===== config.mk =====
export PLATFORM = sky130hd
export DESIGN_NAME = fcu_top
export DESIGN_NICKNAME = d
export VERILOG_FILES = /design/src/fcu_pkg.sv /design/src/fcu_mem_if.sv /design/src/fcu_coef_mem.sv /design/src/fcu_top.sv
export SDC_FILE = /design/constraint.sdc
export NUM_CORES = 2
export LEC_CHECK = 0
export ABC_AREA = 1
export BUFFER_PORTS_ARGS = -buffer_cell sky130_fd_sc_hd__clkbuf_2
export CAP_MARGIN = 20
export CORE_ASPECT_RATIO = 0.5
export CORE_MARGIN = 2
export CORE_UTILIZATION = 35
export CTS_CLUSTER_DIAMETER = 150
export DETAILED_ROUTE_END_ITERATION = 10
export PLACE_DENSITY = 0.56
export SYNTH_ARGS = -nofsm -noshare
export SYNTH_HDL_FRONTEND = slang
export SYNTH_HIERARCHICAL = 1
export SYNTH_SLANG_ARGS = --single-unit

===== constraint.sdc =====
create_clock -name core_clk -period 78 [get_ports core_clk]
set_input_delay 23.4 -clock core_clk [delete_from_list [all_inputs] [get_ports core_clk]]
set_output_delay 23.4 -clock core_clk [all_outputs]
set_load 0.02 [all_outputs]

===== src/fcu_pkg.sv =====
package fcu_pkg;

	// Register offsets
	localparam logic [7:0] FILTER_SEL_OFFS = 8'h19;
	localparam logic [7:0] SYNC_OFFS       = 8'h1D;
	localparam logic [7:0] INDEX_OFFS      = 8'h32;
	localparam logic [7:0] WORD_OFFS       = 8'h33;
	localparam logic [7:0] UNLOCK_OFFS     = 8'h34;

	// Register widths and values after reset
	localparam int         REG_W          = 8;
	localparam int         COEF_W         = 24;
	localparam logic [7:0] FILTER_SEL_RST = 8'h00;
	localparam logic [7:0] SYNC_RST       = 8'h80;
	localparam logic [7:0] INDEX_RST      = 8'h00;
	localparam logic [23:0] WORD_RST      = 24'h000000;

	// Filter selection field
	localparam int         FILT_TYPE_LSB  = 4;
	localparam int         FILT_TYPE_W    = 3;
	localparam logic [2:0] FILT_TYPE_PROG = 3'h4;

	// Unlock key bytes
	localparam logic [7:0] KEY_FIRST  = 8'hAC;
	localparam logic [7:0] KEY_SECOND = 8'h45;
	localparam logic [7:0] KEY_EXIT   = 8'h55;

	// Index control fields and the user taps bit of the data word
	localparam int ACCESS_BIT    = 7;
	localparam int WRITE_BIT     = 6;
	localparam int INDEX_W       = 6;
	localparam int USER_TAPS_BIT = 23;

	// Coefficient store and mirrored tap count
	localparam int COEF_DEPTH = 56;
	localparam int TAP_COUNT  = 112;
	localparam int TAP_W      = 7;

	// Settling interval, in master clock periods; master clock is core_clk
	localparam int CORE_CLK_HZ       = 100_000_000;
	localparam int MCLK_HZ           = CORE_CLK_HZ;
	localparam int WAIT_MCLK_PERIODS = 512;
	localparam int WAIT_CYC          = WAIT_MCLK_PERIODS * (CORE_CLK_HZ / MCLK_HZ);
	localparam int WAIT_CNT_W        = 10;

	// Key sequence states
	typedef enum logic [1:0] {
		FCU_KEY_LOCKED,
		FCU_KEY_HALF,
		FCU_KEY_OPEN
	} fcu_key_t;

endpackage


===== src/fcu_mem_if.sv =====
`timescale 1ns/1ps
interface fcu_mem_if #(
	parameter int WIDTH = 24,
	parameter int AW    = 6
);
	logic             wr_en;
	logic [AW-1:0]    wr_addr;
	logic [WIDTH-1:0] wr_data;
	logic [AW-1:0]    host_addr;
	logic [WIDTH-1:0] host_data;
	logic [AW-1:0]    tap_addr;
	logic [WIDTH-1:0] tap_data;

	modport ctrl (output wr_en, output wr_addr, output wr_data, output host_addr,
		input host_data, output tap_addr, input tap_data);
	modport store (input wr_en, input wr_addr, input wr_data, input host_addr,
		output host_data, input tap_addr, output tap_data);
endinterface


===== src/fcu_coef_mem.sv =====
`timescale 1ns/1ps
module fcu_coef_mem #(
	parameter int WIDTH = 24,
	parameter int DEPTH = 56,
	parameter int AW    = 6
) (
	// Clock, reset, enable
	input  wire logic core_clk,
	input  wire logic rst,
	input  wire logic ce,
	// Access port
	fcu_mem_if.store  mem
);
	logic [WIDTH-1:0] cell_q [DEPTH];

	// One flop row per coefficient entry
	for (genvar i = 0; i < DEPTH; i++) begin : g_cell
		always_ff @(posedge core_clk or posedge rst) begin
			if (rst) begin
				cell_q[i] <= '0;
			end else if (ce && mem.wr_en && (mem.wr_addr == AW'(i))) begin
				cell_q[i] <= mem.wr_data;
			end
		end
	end

	// Reads beyond the store return zero
	always_comb begin
		mem.host_data = (int'(mem.host_addr) < DEPTH) ? cell_q[mem.host_addr] : '0;
		mem.tap_data  = (int'(mem.tap_addr) < DEPTH) ? cell_q[mem.tap_addr] : '0;
	end
endmodule // fcu_coef_mem


===== src/fcu_top.sv =====
`timescale 1ns/1ps
module fcu_top #(
	parameter int COEF_DEPTH = fcu_pkg::COEF_DEPTH
) (
	// Clock, reset, enable
	input  wire logic        core_clk,
	input  wire logic        rst,
	input  wire logic        ce,
	// Register port
	input  wire logic        reg_wr,
	input  wire logic        reg_rd,
	input  wire logic [7:0]  reg_addr,
	input  wire logic [23:0] reg_wdata,
	output logic      [23:0] reg_rdata,
	output logic             reg_rvalid,
	// Filter path tap fetch
	input  wire logic [6:0]  tap_sel,
	output logic      [23:0] tap_coef,
	// Status
	output logic      [2:0]  filter_type,
	output logic             prog_filter_sel,
	output logic             key_open,
	output logic             user_taps_enable,
	output logic             taps_active_user,
	output logic             sync_pulse,
	output logic             settle_busy
);
	localparam int AW = fcu_pkg::INDEX_W;
	localparam int CW = fcu_pkg::COEF_W;

	// Refuse a store the index field cannot reach
	if (COEF_DEPTH < 1 || COEF_DEPTH > (1 << AW) || 2 * COEF_DEPTH > (1 << fcu_pkg::TAP_W))
	begin : g_depth_check
		$error("fcu_top: COEF_DEPTH out of range");
	end

	fcu_mem_if #(.WIDTH(CW), .AW(AW)) mem_bus ();

	fcu_coef_mem #(
		.WIDTH (CW),
		.DEPTH (COEF_DEPTH),
		.AW    (AW)
	) u_mem (
		.core_clk (core_clk),
		.rst      (rst),
		.ce       (ce),
		.mem      (mem_bus.store)
	);

	// Register state
	logic [7:0]              filter_sel_q;
	logic [7:0]              sync_reg_q;
	logic [7:0]              index_ctrl_q;
	logic [CW-1:0]           coef_word_q;
	fcu_pkg::fcu_key_t       key_q;
	fcu_pkg::fcu_key_t       key_d;
	logic                    user_taps_q;
	logic [fcu_pkg::WAIT_CNT_W-1:0] wait_cnt_q;

	// Decoded strobes
	logic wr_filter;
	logic wr_sync;
	logic wr_index;
	logic wr_word;
	logic wr_unlock;
	logic prog_sel;
	logic unlocked;
	logic gate_ok;
	logic new_access;
	logic new_write;
	logic cur_access;
	logic cur_write;
	logic [AW-1:0] new_index;
	logic [AW-1:0] cur_index;

	assign wr_filter = ce && reg_wr && (reg_addr == fcu_pkg::FILTER_SEL_OFFS);
	assign wr_sync   = ce && reg_wr && (reg_addr == fcu_pkg::SYNC_OFFS);
	assign wr_index  = ce && reg_wr && (reg_addr == fcu_pkg::INDEX_OFFS);
	assign wr_word   = ce && reg_wr && (reg_addr == fcu_pkg::WORD_OFFS);
	assign wr_unlock = ce && reg_wr && (reg_addr == fcu_pkg::UNLOCK_OFFS);

	// Programmable filter must be selected before memory opens
	assign prog_sel = filter_sel_q[fcu_pkg::FILT_TYPE_LSB +: fcu_pkg::FILT_TYPE_W]
		== fcu_pkg::FILT_TYPE_PROG;
	assign unlocked = (key_q == fcu_pkg::FCU_KEY_OPEN);
	assign gate_ok  = unlocked && prog_sel;

	// Index fields, current and as being written
	assign new_access = reg_wdata[fcu_pkg::ACCESS_BIT];
	assign new_write  = reg_wdata[fcu_pkg::WRITE_BIT];
	assign new_index  = reg_wdata[AW-1:0];
	assign cur_access = index_ctrl_q[fcu_pkg::ACCESS_BIT];
	assign cur_write  = index_ctrl_q[fcu_pkg::WRITE_BIT];
	assign cur_index  = index_ctrl_q[AW-1:0];

	// Key sequence next state
	always_comb begin
		key_d = key_q;
		if (wr_unlock) begin
			case (key_q)
				fcu_pkg::FCU_KEY_LOCKED: begin
					if (reg_wdata[7:0] == fcu_pkg::KEY_FIRST) begin
						key_d = fcu_pkg::FCU_KEY_HALF;
					end
				end
				fcu_pkg::FCU_KEY_HALF: begin
					if (reg_wdata[7:0] == fcu_pkg::KEY_SECOND) begin
						key_d = fcu_pkg::FCU_KEY_OPEN;
					end else if (reg_wdata[7:0] != fcu_pkg::KEY_FIRST) begin
						key_d = fcu_pkg::FCU_KEY_LOCKED;
					end
				end
				fcu_pkg::FCU_KEY_OPEN: begin
					if (reg_wdata[7:0] == fcu_pkg::KEY_EXIT) begin
						key_d = fcu_pkg::FCU_KEY_LOCKED;
					end
				end
				default: begin
					key_d = fcu_pkg::FCU_KEY_LOCKED;
				end
			endcase
		end
	end

	// Key state
	always_ff @(posedge core_clk or posedge rst) begin
		if (rst) begin
			key_q    <= fcu_pkg::FCU_KEY_LOCKED;
			key_open <= 1'b0;
		end else if (ce) begin
			key_q    <= key_d;
			key_open <= (key_d == fcu_pkg::FCU_KEY_OPEN);
		end
	end

	// Filter selection and sync registers
	always_ff @(posedge core_clk or posedge rst) begin
		if (rst) begin
			filter_sel_q    <= fcu_pkg::FILTER_SEL_RST;
			sync_reg_q      <= fcu_pkg::SYNC_RST;
			filter_type     <= fcu_pkg::FILTER_SEL_RST[fcu_pkg::FILT_TYPE_LSB +: 3];
			prog_filter_sel <= 1'b0;
		end else if (ce) begin
			if (wr_filter) begin
				filter_sel_q    <= reg_wdata[7:0];
				filter_type     <= reg_wdata[fcu_pkg::FILT_TYPE_LSB +: fcu_pkg::FILT_TYPE_W];
				prog_filter_sel <= reg_wdata[fcu_pkg::FILT_TYPE_LSB +: fcu_pkg::FILT_TYPE_W]
					== fcu_pkg::FILT_TYPE_PROG;
			end
			if (wr_sync) begin
				sync_reg_q <= reg_wdata[7:0];
			end
		end
	end

	// Index control register; access bits drop when the key closes
	always_ff @(posedge core_clk or posedge rst) begin
		if (rst) begin
			index_ctrl_q <= fcu_pkg::INDEX_RST;
		end else if (ce) begin
			if (wr_index) begin
				index_ctrl_q <= reg_wdata[7:0];
			end else if (key_d != fcu_pkg::FCU_KEY_OPEN) begin
				index_ctrl_q[fcu_pkg::ACCESS_BIT] <= 1'b0;
				index_ctrl_q[fcu_pkg::WRITE_BIT]  <= 1'b0;
			end
		end
	end

	// Memory write and host read addressing
	always_comb begin
		mem_bus.wr_en     = 1'b0;
		mem_bus.wr_addr   = cur_index;
		mem_bus.wr_data   = coef_word_q;
		mem_bus.host_addr = wr_index ? new_index : cur_index;
		if (wr_index && gate_ok && new_access && new_write) begin
			mem_bus.wr_en   = 1'b1;
			mem_bus.wr_addr = new_index;
			mem_bus.wr_data = coef_word_q;
		end else if (wr_word && gate_ok && cur_access && cur_write) begin
			mem_bus.wr_en   = 1'b1;
			mem_bus.wr_addr = cur_index;
			mem_bus.wr_data = reg_wdata;
		end
	end

	// Data register: written value, or fetched for read-only access
	always_ff @(posedge core_clk or posedge rst) begin
		if (rst) begin
			coef_word_q <= fcu_pkg::WORD_RST;
		end else if (ce) begin
			if (wr_word && gate_ok && cur_access) begin
				if (cur_write) begin
					coef_word_q <= reg_wdata;
				end
			end else if (wr_index && gate_ok && new_access && !new_write) begin
				coef_word_q <= mem_bus.host_data;
			end
		end
	end

	// User taps enable, set by a data write with the key open, outside memory access
	always_ff @(posedge core_clk or posedge rst) begin
		if (rst) begin
			user_taps_q      <= 1'b0;
			user_taps_enable <= 1'b0;
		end else if (ce) begin
			if (wr_word && unlocked && !cur_access) begin
				user_taps_q      <= reg_wdata[fcu_pkg::USER_TAPS_BIT];
				user_taps_enable <= reg_wdata[fcu_pkg::USER_TAPS_BIT];
			end
		end
	end

	// Sync pulse; taps in use follow the enable at each sync while the programmable filter is selected
	always_ff @(posedge core_clk or posedge rst) begin
		if (rst) begin
			sync_pulse       <= 1'b0;
			taps_active_user <= 1'b0;
		end else if (ce) begin
			sync_pulse <= wr_sync;
			if (wr_sync) begin
				taps_active_user <= user_taps_q && prog_sel;
			end
		end
	end

	// Settling window after an index write or a data access
	always_ff @(posedge core_clk or posedge rst) begin
		if (rst) begin
			wait_cnt_q  <= '0;
			settle_busy <= 1'b0;
		end else if (ce) begin
			if (wr_index || wr_word || (reg_rd && reg_addr == fcu_pkg::WORD_OFFS)) begin
				wait_cnt_q  <= fcu_pkg::WAIT_CNT_W'(fcu_pkg::WAIT_CYC - 1);
				settle_busy <= 1'b1;
			end else if (wait_cnt_q != '0) begin
				wait_cnt_q <= wait_cnt_q - 1'b1;
			end else begin
				settle_busy <= 1'b0;
			end
		end
	end

	// Tap fetch: upper half mirrors the stored half
	always_ff @(posedge core_clk or posedge rst) begin
		if (rst) begin
			tap_coef <= '0;
		end else if (ce) begin
			tap_coef <= mem_bus.tap_data;
		end
	end

	always_comb begin
		if (int'(tap_sel) < COEF_DEPTH) begin
			mem_bus.tap_addr = tap_sel[AW-1:0];
		end else begin
			mem_bus.tap_addr = AW'(2 * COEF_DEPTH - 1 - int'(tap_sel));
		end
	end

	// Register reads, answered one cycle after the strobe
	always_ff @(posedge core_clk or posedge rst) begin
		if (rst) begin
			reg_rdata  <= '0;
			reg_rvalid <= 1'b0;
		end else if (ce) begin
			reg_rvalid <= reg_rd;
			if (reg_rd) begin
				case (reg_addr)
					fcu_pkg::FILTER_SEL_OFFS: reg_rdata <= {16'h0000, filter_sel_q};
					fcu_pkg::SYNC_OFFS:       reg_rdata <= {16'h0000, sync_reg_q};
					fcu_pkg::INDEX_OFFS:      reg_rdata <= {16'h0000, index_ctrl_q};
					fcu_pkg::WORD_OFFS: begin
						if (gate_ok && cur_access) begin
							reg_rdata <= mem_bus.host_data;
						end else begin
							reg_rdata <= {user_taps_q, 23'h000000};
						end
					end
					fcu_pkg::UNLOCK_OFFS:     reg_rdata <= {23'h000000, unlocked};
					default:                  reg_rdata <= '0;
				endcase
			end
		end
	end

endmodule // fcu_top


# [After elaboration in Yosys (flattened, before gate mapping)]
# Index checks and enable logic that the tools add are counted.
# W data, S select, Z words.
[word_totals] regBits=1462 in_bits=44 elab_cells=280
[classes] addsub=2 magnitude_cmp=5 eq_ne=72 mux=32 bitwise=2 n_reduce_logical=94
[op_table] cell="$bmux W24 S6" n=2
[op_table] cell="$mux W24" n=12
[op_table] cell="$eq A6 B6 Y1 const B" n=24
[op_table] cell="$pmux W24 S5" n=1
[op_table] cell="$eq A6 B5 Y1 const B" n=16
[op_table] cell="$logic_and A1 B1 Y1" n=76
[op_table] cell="$eq A6 B4 Y1 const B" n=8
[op_table] cell="$eq A6 B3 Y1 const B" n=4
[op_table] cell="$eq A8 B6 Y1 const B" n=3
[op_table] cell="$mux W10" n=2
[op_table] cell="$mux W6" n=3
[op_table] cell="$eq A8 B5 Y1 const B" n=2
[op_table] cell="$eq A8 B7 Y1 const B" n=2
[op_table] cell="$ge A7 B7 Y1 const B" n=2
[op_table] cell="$mux W2" n=7
[op_table] cell="$not A6 Y7" n=2
[op_table] cell="$reduce_and A2 Y1" n=7
[op_table] cell="$eq A6 B2 Y1 const B" n=2
[op_table] cell="$lt A6 B6 Y1 const B" n=2
[op_table] cell="$reduce_bool A10 Y1" n=1
[op_table] cell="$sub A10 B1 Y10 const B" n=1
[op_table] cell="$eq A8 B8 Y1 const B" n=1
[op_table] cell="$ne A8 B8 Y1 const B" n=1
[op_table] cell="$lt A7 B6 Y1 const B" n=1
[op_table] cell="other kinds (14)" n=25

# [Longest topological paths before layout]
[depth] word_depth=10 depth_mapped=23

# [Modules after synthesis]
# The synthesis kept the hierarchy.
[by_module_without_submodules] module="fcu_coef_mem" n_inst=1 cells_per_inst=11070 area_each_um2=76118.0 seq_area_each_um2=33632.3
[by_module_without_submodules] module="fcu_top" n_inst=1 cells_per_inst=738 area_each_um2=5844.4 seq_area_each_um2=2879.0

# [Worst setup path after synthesis]
# OpenSTA, ideal clock, no wires.
[synth_path] kind="input-to-reg" startpoint="input reg_addr[3]" endpoint="register u_mem/cell_q[792] (netlist name)" t_arrival_ps=26052 required_time_ps=77868 slack_ps=51817 cell_stages=16 cell_sequence="inv_1 nand4_1 nor2_4 nand2_2 nor2_4 nand3_1 buf_2 o21ai_0 inv_2 nor3_4 buf_6 nand2_2 buf_6 buf_6 nand2_1 o21ai_1"
[synth_rtl] element="start, declared" line_no="fcu_top.sv:12" source="input wire logic [7:0] reg_addr,"
[synth_rtl] element="$eq A8 B6 Y1" line_no="fcu_top.sv:78" source="assign wr_index = ce && reg_wr && (reg_addr == fcu_pkg::INDEX_OFFS);"
[synth_rtl] element="$logic_and A1 B1 Y1" line_no="fcu_top.sv:78"
[synth_rtl] element="$logic_and A1 B1 Y1 (3 in series)" line_no="fcu_top.sv:176" source="if (wr_index && gate_ok && new_access && new_write) begin"
[synth_rtl] element="$mux W6" line_no="fcu_top.sv:176"
[synth_rtl] element="net mem_bus.wr_addr[4]" line_no="fcu_mem_if.sv:7" source="logic [AW-1:0] wr_addr;"
[synth_rtl] element="$eq A6 B5 Y1" line_no="fcu_coef_mem.sv:21" source="end else if (ce && mem.wr_en && (mem.wr_addr == AW'(i))) begin"
[synth_rtl] element="$logic_and A1 B1 Y1" line_no="fcu_coef_mem.sv:21"
[synth_rtl] element="end signal, assigned by index" line_no="fcu_coef_mem.sv:22" source="cell_q[i] <= mem.wr_data;"
[synth_rtl] element="end, declared" line_no="fcu_coef_mem.sv:14" source="logic [WIDTH-1:0] cell_q [DEPTH];"
# The timed path passes the listed nets, and every way through them passes these cells.
# A chain may end at the register's enable or synchronous reset.

# [Final worst setup path]
[layout_path] startpoint="input ce" endpoint="register coef_word_q[7]"
[layout_via] elab_chain_len=10
[layout_lines] element="start, declared" line_no="fcu_top.sv:8" source="input wire logic ce,"
[layout_lines] element="$logic_and A1 B1 Y1 (*) (2 in series)" line_no="fcu_top.sv:78"
[layout_lines] element="$mux W6 (*)"
[layout_lines] element="net mem_bus.host_addr[0]" line_no="fcu_mem_if.sv:9" source="logic [AW-1:0] host_addr;"
[layout_lines] element="$not A6 Y7 (not written as such)" line_no="fcu_coef_mem.sv:29" source="mem.host_data = (int'(mem.host_addr) < DEPTH) ? cell_q[mem.host_addr] : '0;"
[layout_lines] element="$bmux W24 S6" line_no="fcu_coef_mem.sv:29"
[layout_lines] element="$mux W24 (not written as such) (2 in series)" line_no="fcu_coef_mem.sv:29"
[layout_lines] element="$mux W24 (*)" line_no="fcu_coef_mem.sv:29"
[layout_lines] element="net mem_bus.host_data[7]" line_no="fcu_mem_if.sv:10" source="logic [WIDTH-1:0] host_data;"
[layout_lines] element="$mux W24 (*)" line_no="fcu_top.sv:196" source="end else if (wr_index && gate_ok && new_access && !new_write) begin"
[layout_lines] element="$mux W24 (*)" line_no="fcu_top.sv:192" source="if (wr_word && gate_ok && cur_access) begin"
[layout_lines] element="end signal, assigned" line_no="fcu_top.sv:190" source="coef_word_q <= fcu_pkg::WORD_RST;"
[layout_lines] element="end signal, assigned" line_no="fcu_top.sv:194" source="coef_word_q <= reg_wdata;"
[layout_lines] element="end signal, assigned" line_no="fcu_top.sv:197" source="coef_word_q <= mem_bus.host_data;"
[layout_lines] element="end, declared" line_no="fcu_top.sv:54" source="logic [CW-1:0] coef_word_q;"
# Mark *: on every way through the listed nets, which the timed path passes. The rest lies on a longest branch. The select of a mux whose other input is x is not followed.

==> summary.md <==
| Metric | Value |
|---|---|
| Top FF cell, synth | dfrtp_1 |
| Worst IR Drop VDD | 0.0000153 V |
| Number of synthesized flops with an enable pin | 0 |
| P&R area growth vs syn | 8.26% |
| Post-synthesis cell count | roughly 12k |
| Hold path endpoint | tap_coef[2] |
| Reg2Reg Launch Point | index_ctrl_q[0] |
| Boundary Pins | 102 |
| DIE WIDTH | roughly 700 µm |
| Cell Pwr Density | 20.1 nW/µm² |
| Crit Path Class | in -> reg |
| HP Class | reg -> reg |
| Hold_sp | tap_coef[2] |
| Setup TNS | 0 ns |
| DR vias/cell | 5.58 |
| Worst path required time | between 70 and 80 ns |
| Post-synthesis average cell area | roughly 6.9 µm² |
| DIE HEIGHT | approximately 350 µm |
| Worst reg2reg path endpoint | coef_word_q[7] |
| Flops & latches, synth | about 1.5k |
| Worst-margin pin slew | around 1.3 ns |
| Min Tclk post-route | about 30 ns |
| # clock sinks | about 1.5k |
| RSZ-0062 raised after global routing | false |
| CP startpoint kind | primary input |
| WL final | 337000 µm |
| Clock Latency Late Sink | between 0.8 and 0.9 ns |
| Clock Tree Root | clkbuf_16 |
| Hold Fails Final Rpt | 0 |
| Overall routing resource usage | between 20% and 30% |
| Die Area | between 200000 and 250000 µm² |
| Count of pins over their slew limit | 0 |
| FF-to-FF setup slack | about 72 ns |
| CTS Buffer Depth | 4 |
| Leakage power | 0.0395 µW |
| Vias in the first global route | between 70k and 80k |
| I/O Buffers | just over 100 |
| GPL Wtd Cong | approximately 0.87 |
| Status | complete, no violations |
| Post-DP HPWL | approximately 180000 µm |
| Worst-case clock skew | between 0.04 and 0.05 ns |
| Cell with the most instances after synthesis | nand2_1 |
| Finish-stage setup viols | 0 |
| Starting Density | a little over a third |
| Launch point of the critical path | ce |
| Wirelength per Cell | around 23 µm |
| Data arrival, critical path | around 31 ns |
| Fmax | 0.0334 GHz |
| Post-synthesis async set-or-reset flop share | 100% |
| Layout cell share with drive strength beyond 1 | under 10% |
| Final instance area | around 90000 µm² |
| Antenna Violating Nets Remaining | 0 |
| Overflow left after global routing | 0 |
| Antenna violations before repair | 10 |
| Clk pin slew, worst setup/hold paths | roughly 0.070 ns |
| Global-route wire length before repair | between 500000 and 600000 µm |
| Placed cell areas | approximately 83000 µm² |
| Postcts setup bufs | 0 |
| Syn nets | 11.9k |
| Initial DRC count | between 10k and 15k |
| Synth top area cells | dfrtp_1, nand2_1, nand3_1 |
| Max_cap viols | 0 |
| Placeable Area | approximately 230000 µm² |
| Final period utilization | around two fifths |
| Slew HR | 16.6% |
| Yosys top cell area share | about 45% |
| Pin count of the biggest net entering global routing | 180 |
| Nets | 11.3k |
| Row count | roughly 130 |
| Pre-Repair DR Iteration Count | 9 |
| R2R depth | 19 |
| CTS Buf Count | ~160 |
| Yosys warns | 6 |
| H-tree depth | 4 |
| Post-synthesis cell type count | a little over 40 |
| DRC errors left | 0 |
| Critical Path Sink Type | flip-flop |
| Vias | slightly above 80k |
| Worst Hold Depth | 2 |
| CTS tree | built |
| CTS Hold Bufs | 0 |
| Top cells by count, synth | nand2_1, nand3_1, dfrtp_1 |
| Register area share after synthesis | between 40% and 50% |
| Gates resized, CTS repair | 0 |
| Critical-path maximum fanout | between 150 and 200 |
| Synthesized cell area | approximately 82000 µm² |
| Yosys top cell by area | dfrtp_1 |
## per-layer routing
layer / part of all wire, % / global-route usage (%) / up-vias / routed length (µm)
met3: 11 / 6.61 / 701 / 37800
li1: - / - / 37070 / -
met1: 44 / 39.9 / 38562 / 147000
met4: 3.9 / 10.2 / 10 / 13200
met2: 41 / 40.2 / 4170 / 139000
met5: 0.020 / 0 / - / 66
## metrics by stage
step / std cells / total power, µW / hold WS [ns] / util (%) / setup WS [ns]
floorplan: 11808 / 922 / 0.453 / - / 16.71
global placement: 14146 / 1010 / 0.456 / 35.8 / 47.70
detailed placement: 14148 / 1010 / 0.461 / 35.8 / 47.64
CTS: 14426 / 1790 / 0.477 / 38.1 / 48.50
global route: 14432 / 1840 / 0.499 / 38.1 / 47.88
finish: 14439 / 1790 / 0.472 / 38.2 / 48.06
## critical path, stage by stage
cell and delay (ns):
clkbuf_2 0.09, buf_4 0.40, nand2_1 0.23, inv_1 0.23
nand2_2 0.39, o21ai_4 0.37, buf_4 0.62, buf_12 0.58
buf_4 0.89, buf_12 0.51, buf_4 0.74, nand2_1 0.12
nand3_1 0.11, nand3_1 0.09, nand2_1 0.13, nand2_1 0.07
nand3_1 0.21, nand3_1 0.41, nand2_1 0.29, nand2_1 0.07
o21ai_0 0.11, nand2_1 0.09, nand2_1 0.07
## flip-flops by register name, indices dropped and copies added (netlist names), 2 cells and up
register and cells:
u_mem/cell_q 1344, wait_cnt_q 10, coef_word_q 24, key_q 2, reg_rdata 24, index_ctrl_q 8, filter_sel_q 6, filter_type 2
sync_reg_q 8, tap_coef 24
## logic make-up after synthesis
kind of cell             share of synthesized area, %
AO/OA/AOI/OAI                                    11.3
XOR/XNOR                                       0.0641
adder cells (fa/ha/maj)                        0.0153
buffers and inverters                            8.56
flip-flops                                       44.5
AND/OR/NAND/NOR                                  35.5
## how the worst max path moves through the flow
stage | endpoint | slack (ns) | depth (start not counted)
after floorplan | u_mem/cell_q[0] | 16.71 | 1
after global placement | coef_word_q[0] | 47.70 | 23
after detailed placement | coef_word_q[7] | 47.64 | 23
after CTS | coef_word_q[7] | 48.50 | 23
after global routing | coef_word_q[0] | 47.88 | 23
final | coef_word_q[7] | 48.06 | 23
## power breakdown
part / total (µW) / switching (µW) / leakage [µW] / internal [µW]
Sequential: 766 / 3.95 / 0.0203 / 762
Combinational: 234 / 181 / 0.0167 / 52.8
Clock: 787 / 333 / 0.00256 / 455
Total: 1790 / 518 / 0.0395 / 1270
## layout by cell type (no fill, tap or decap), types with 5 or more instances in the layout
cell        Yosys  final
o21ai_0      1120   1114
clkinv_2        1     24
buf_12          0     21
o21ai_2        29     30
o211ai_1       98     98
clkbuf_2        0    100
clkinvlp_4      0      6
nand3_1      2171   2171
nand2_4         8     11
nand2_1      4700   4663
nor2_4          4      5
o21ai_4         0      5
a21oi_1        98     98
buf_4           3    150
inv_8           0      7
inv_2          11     32
o21ai_1       379    379
clkbuf_16       0    163
a32o_1         15     15
nor2_1         38     36
clkbuf_8        0     33
clkbuf_1      533     39
nor2_2          4      5
dfrtp_1      1458   1458
bufinv_16       0     12
inv_1         573    543
nand2_2        16     50
o2111ai_1       7      7
diode_2         0      7
## cell type report
type / instances / area [µm²]
inverter: 590 / 2280
tap: 3111 / 3890
antenna: 7 / 17.5
sequential: 1459 / 36500
fill: 24449 / 144000
clock buffer: 235 / 4680
timing repair buffer: 274 / 2130
multi-input combinational: 8720 / 38700
clock inverter: 43 / 538
Power figures use the tool's default switching activity.
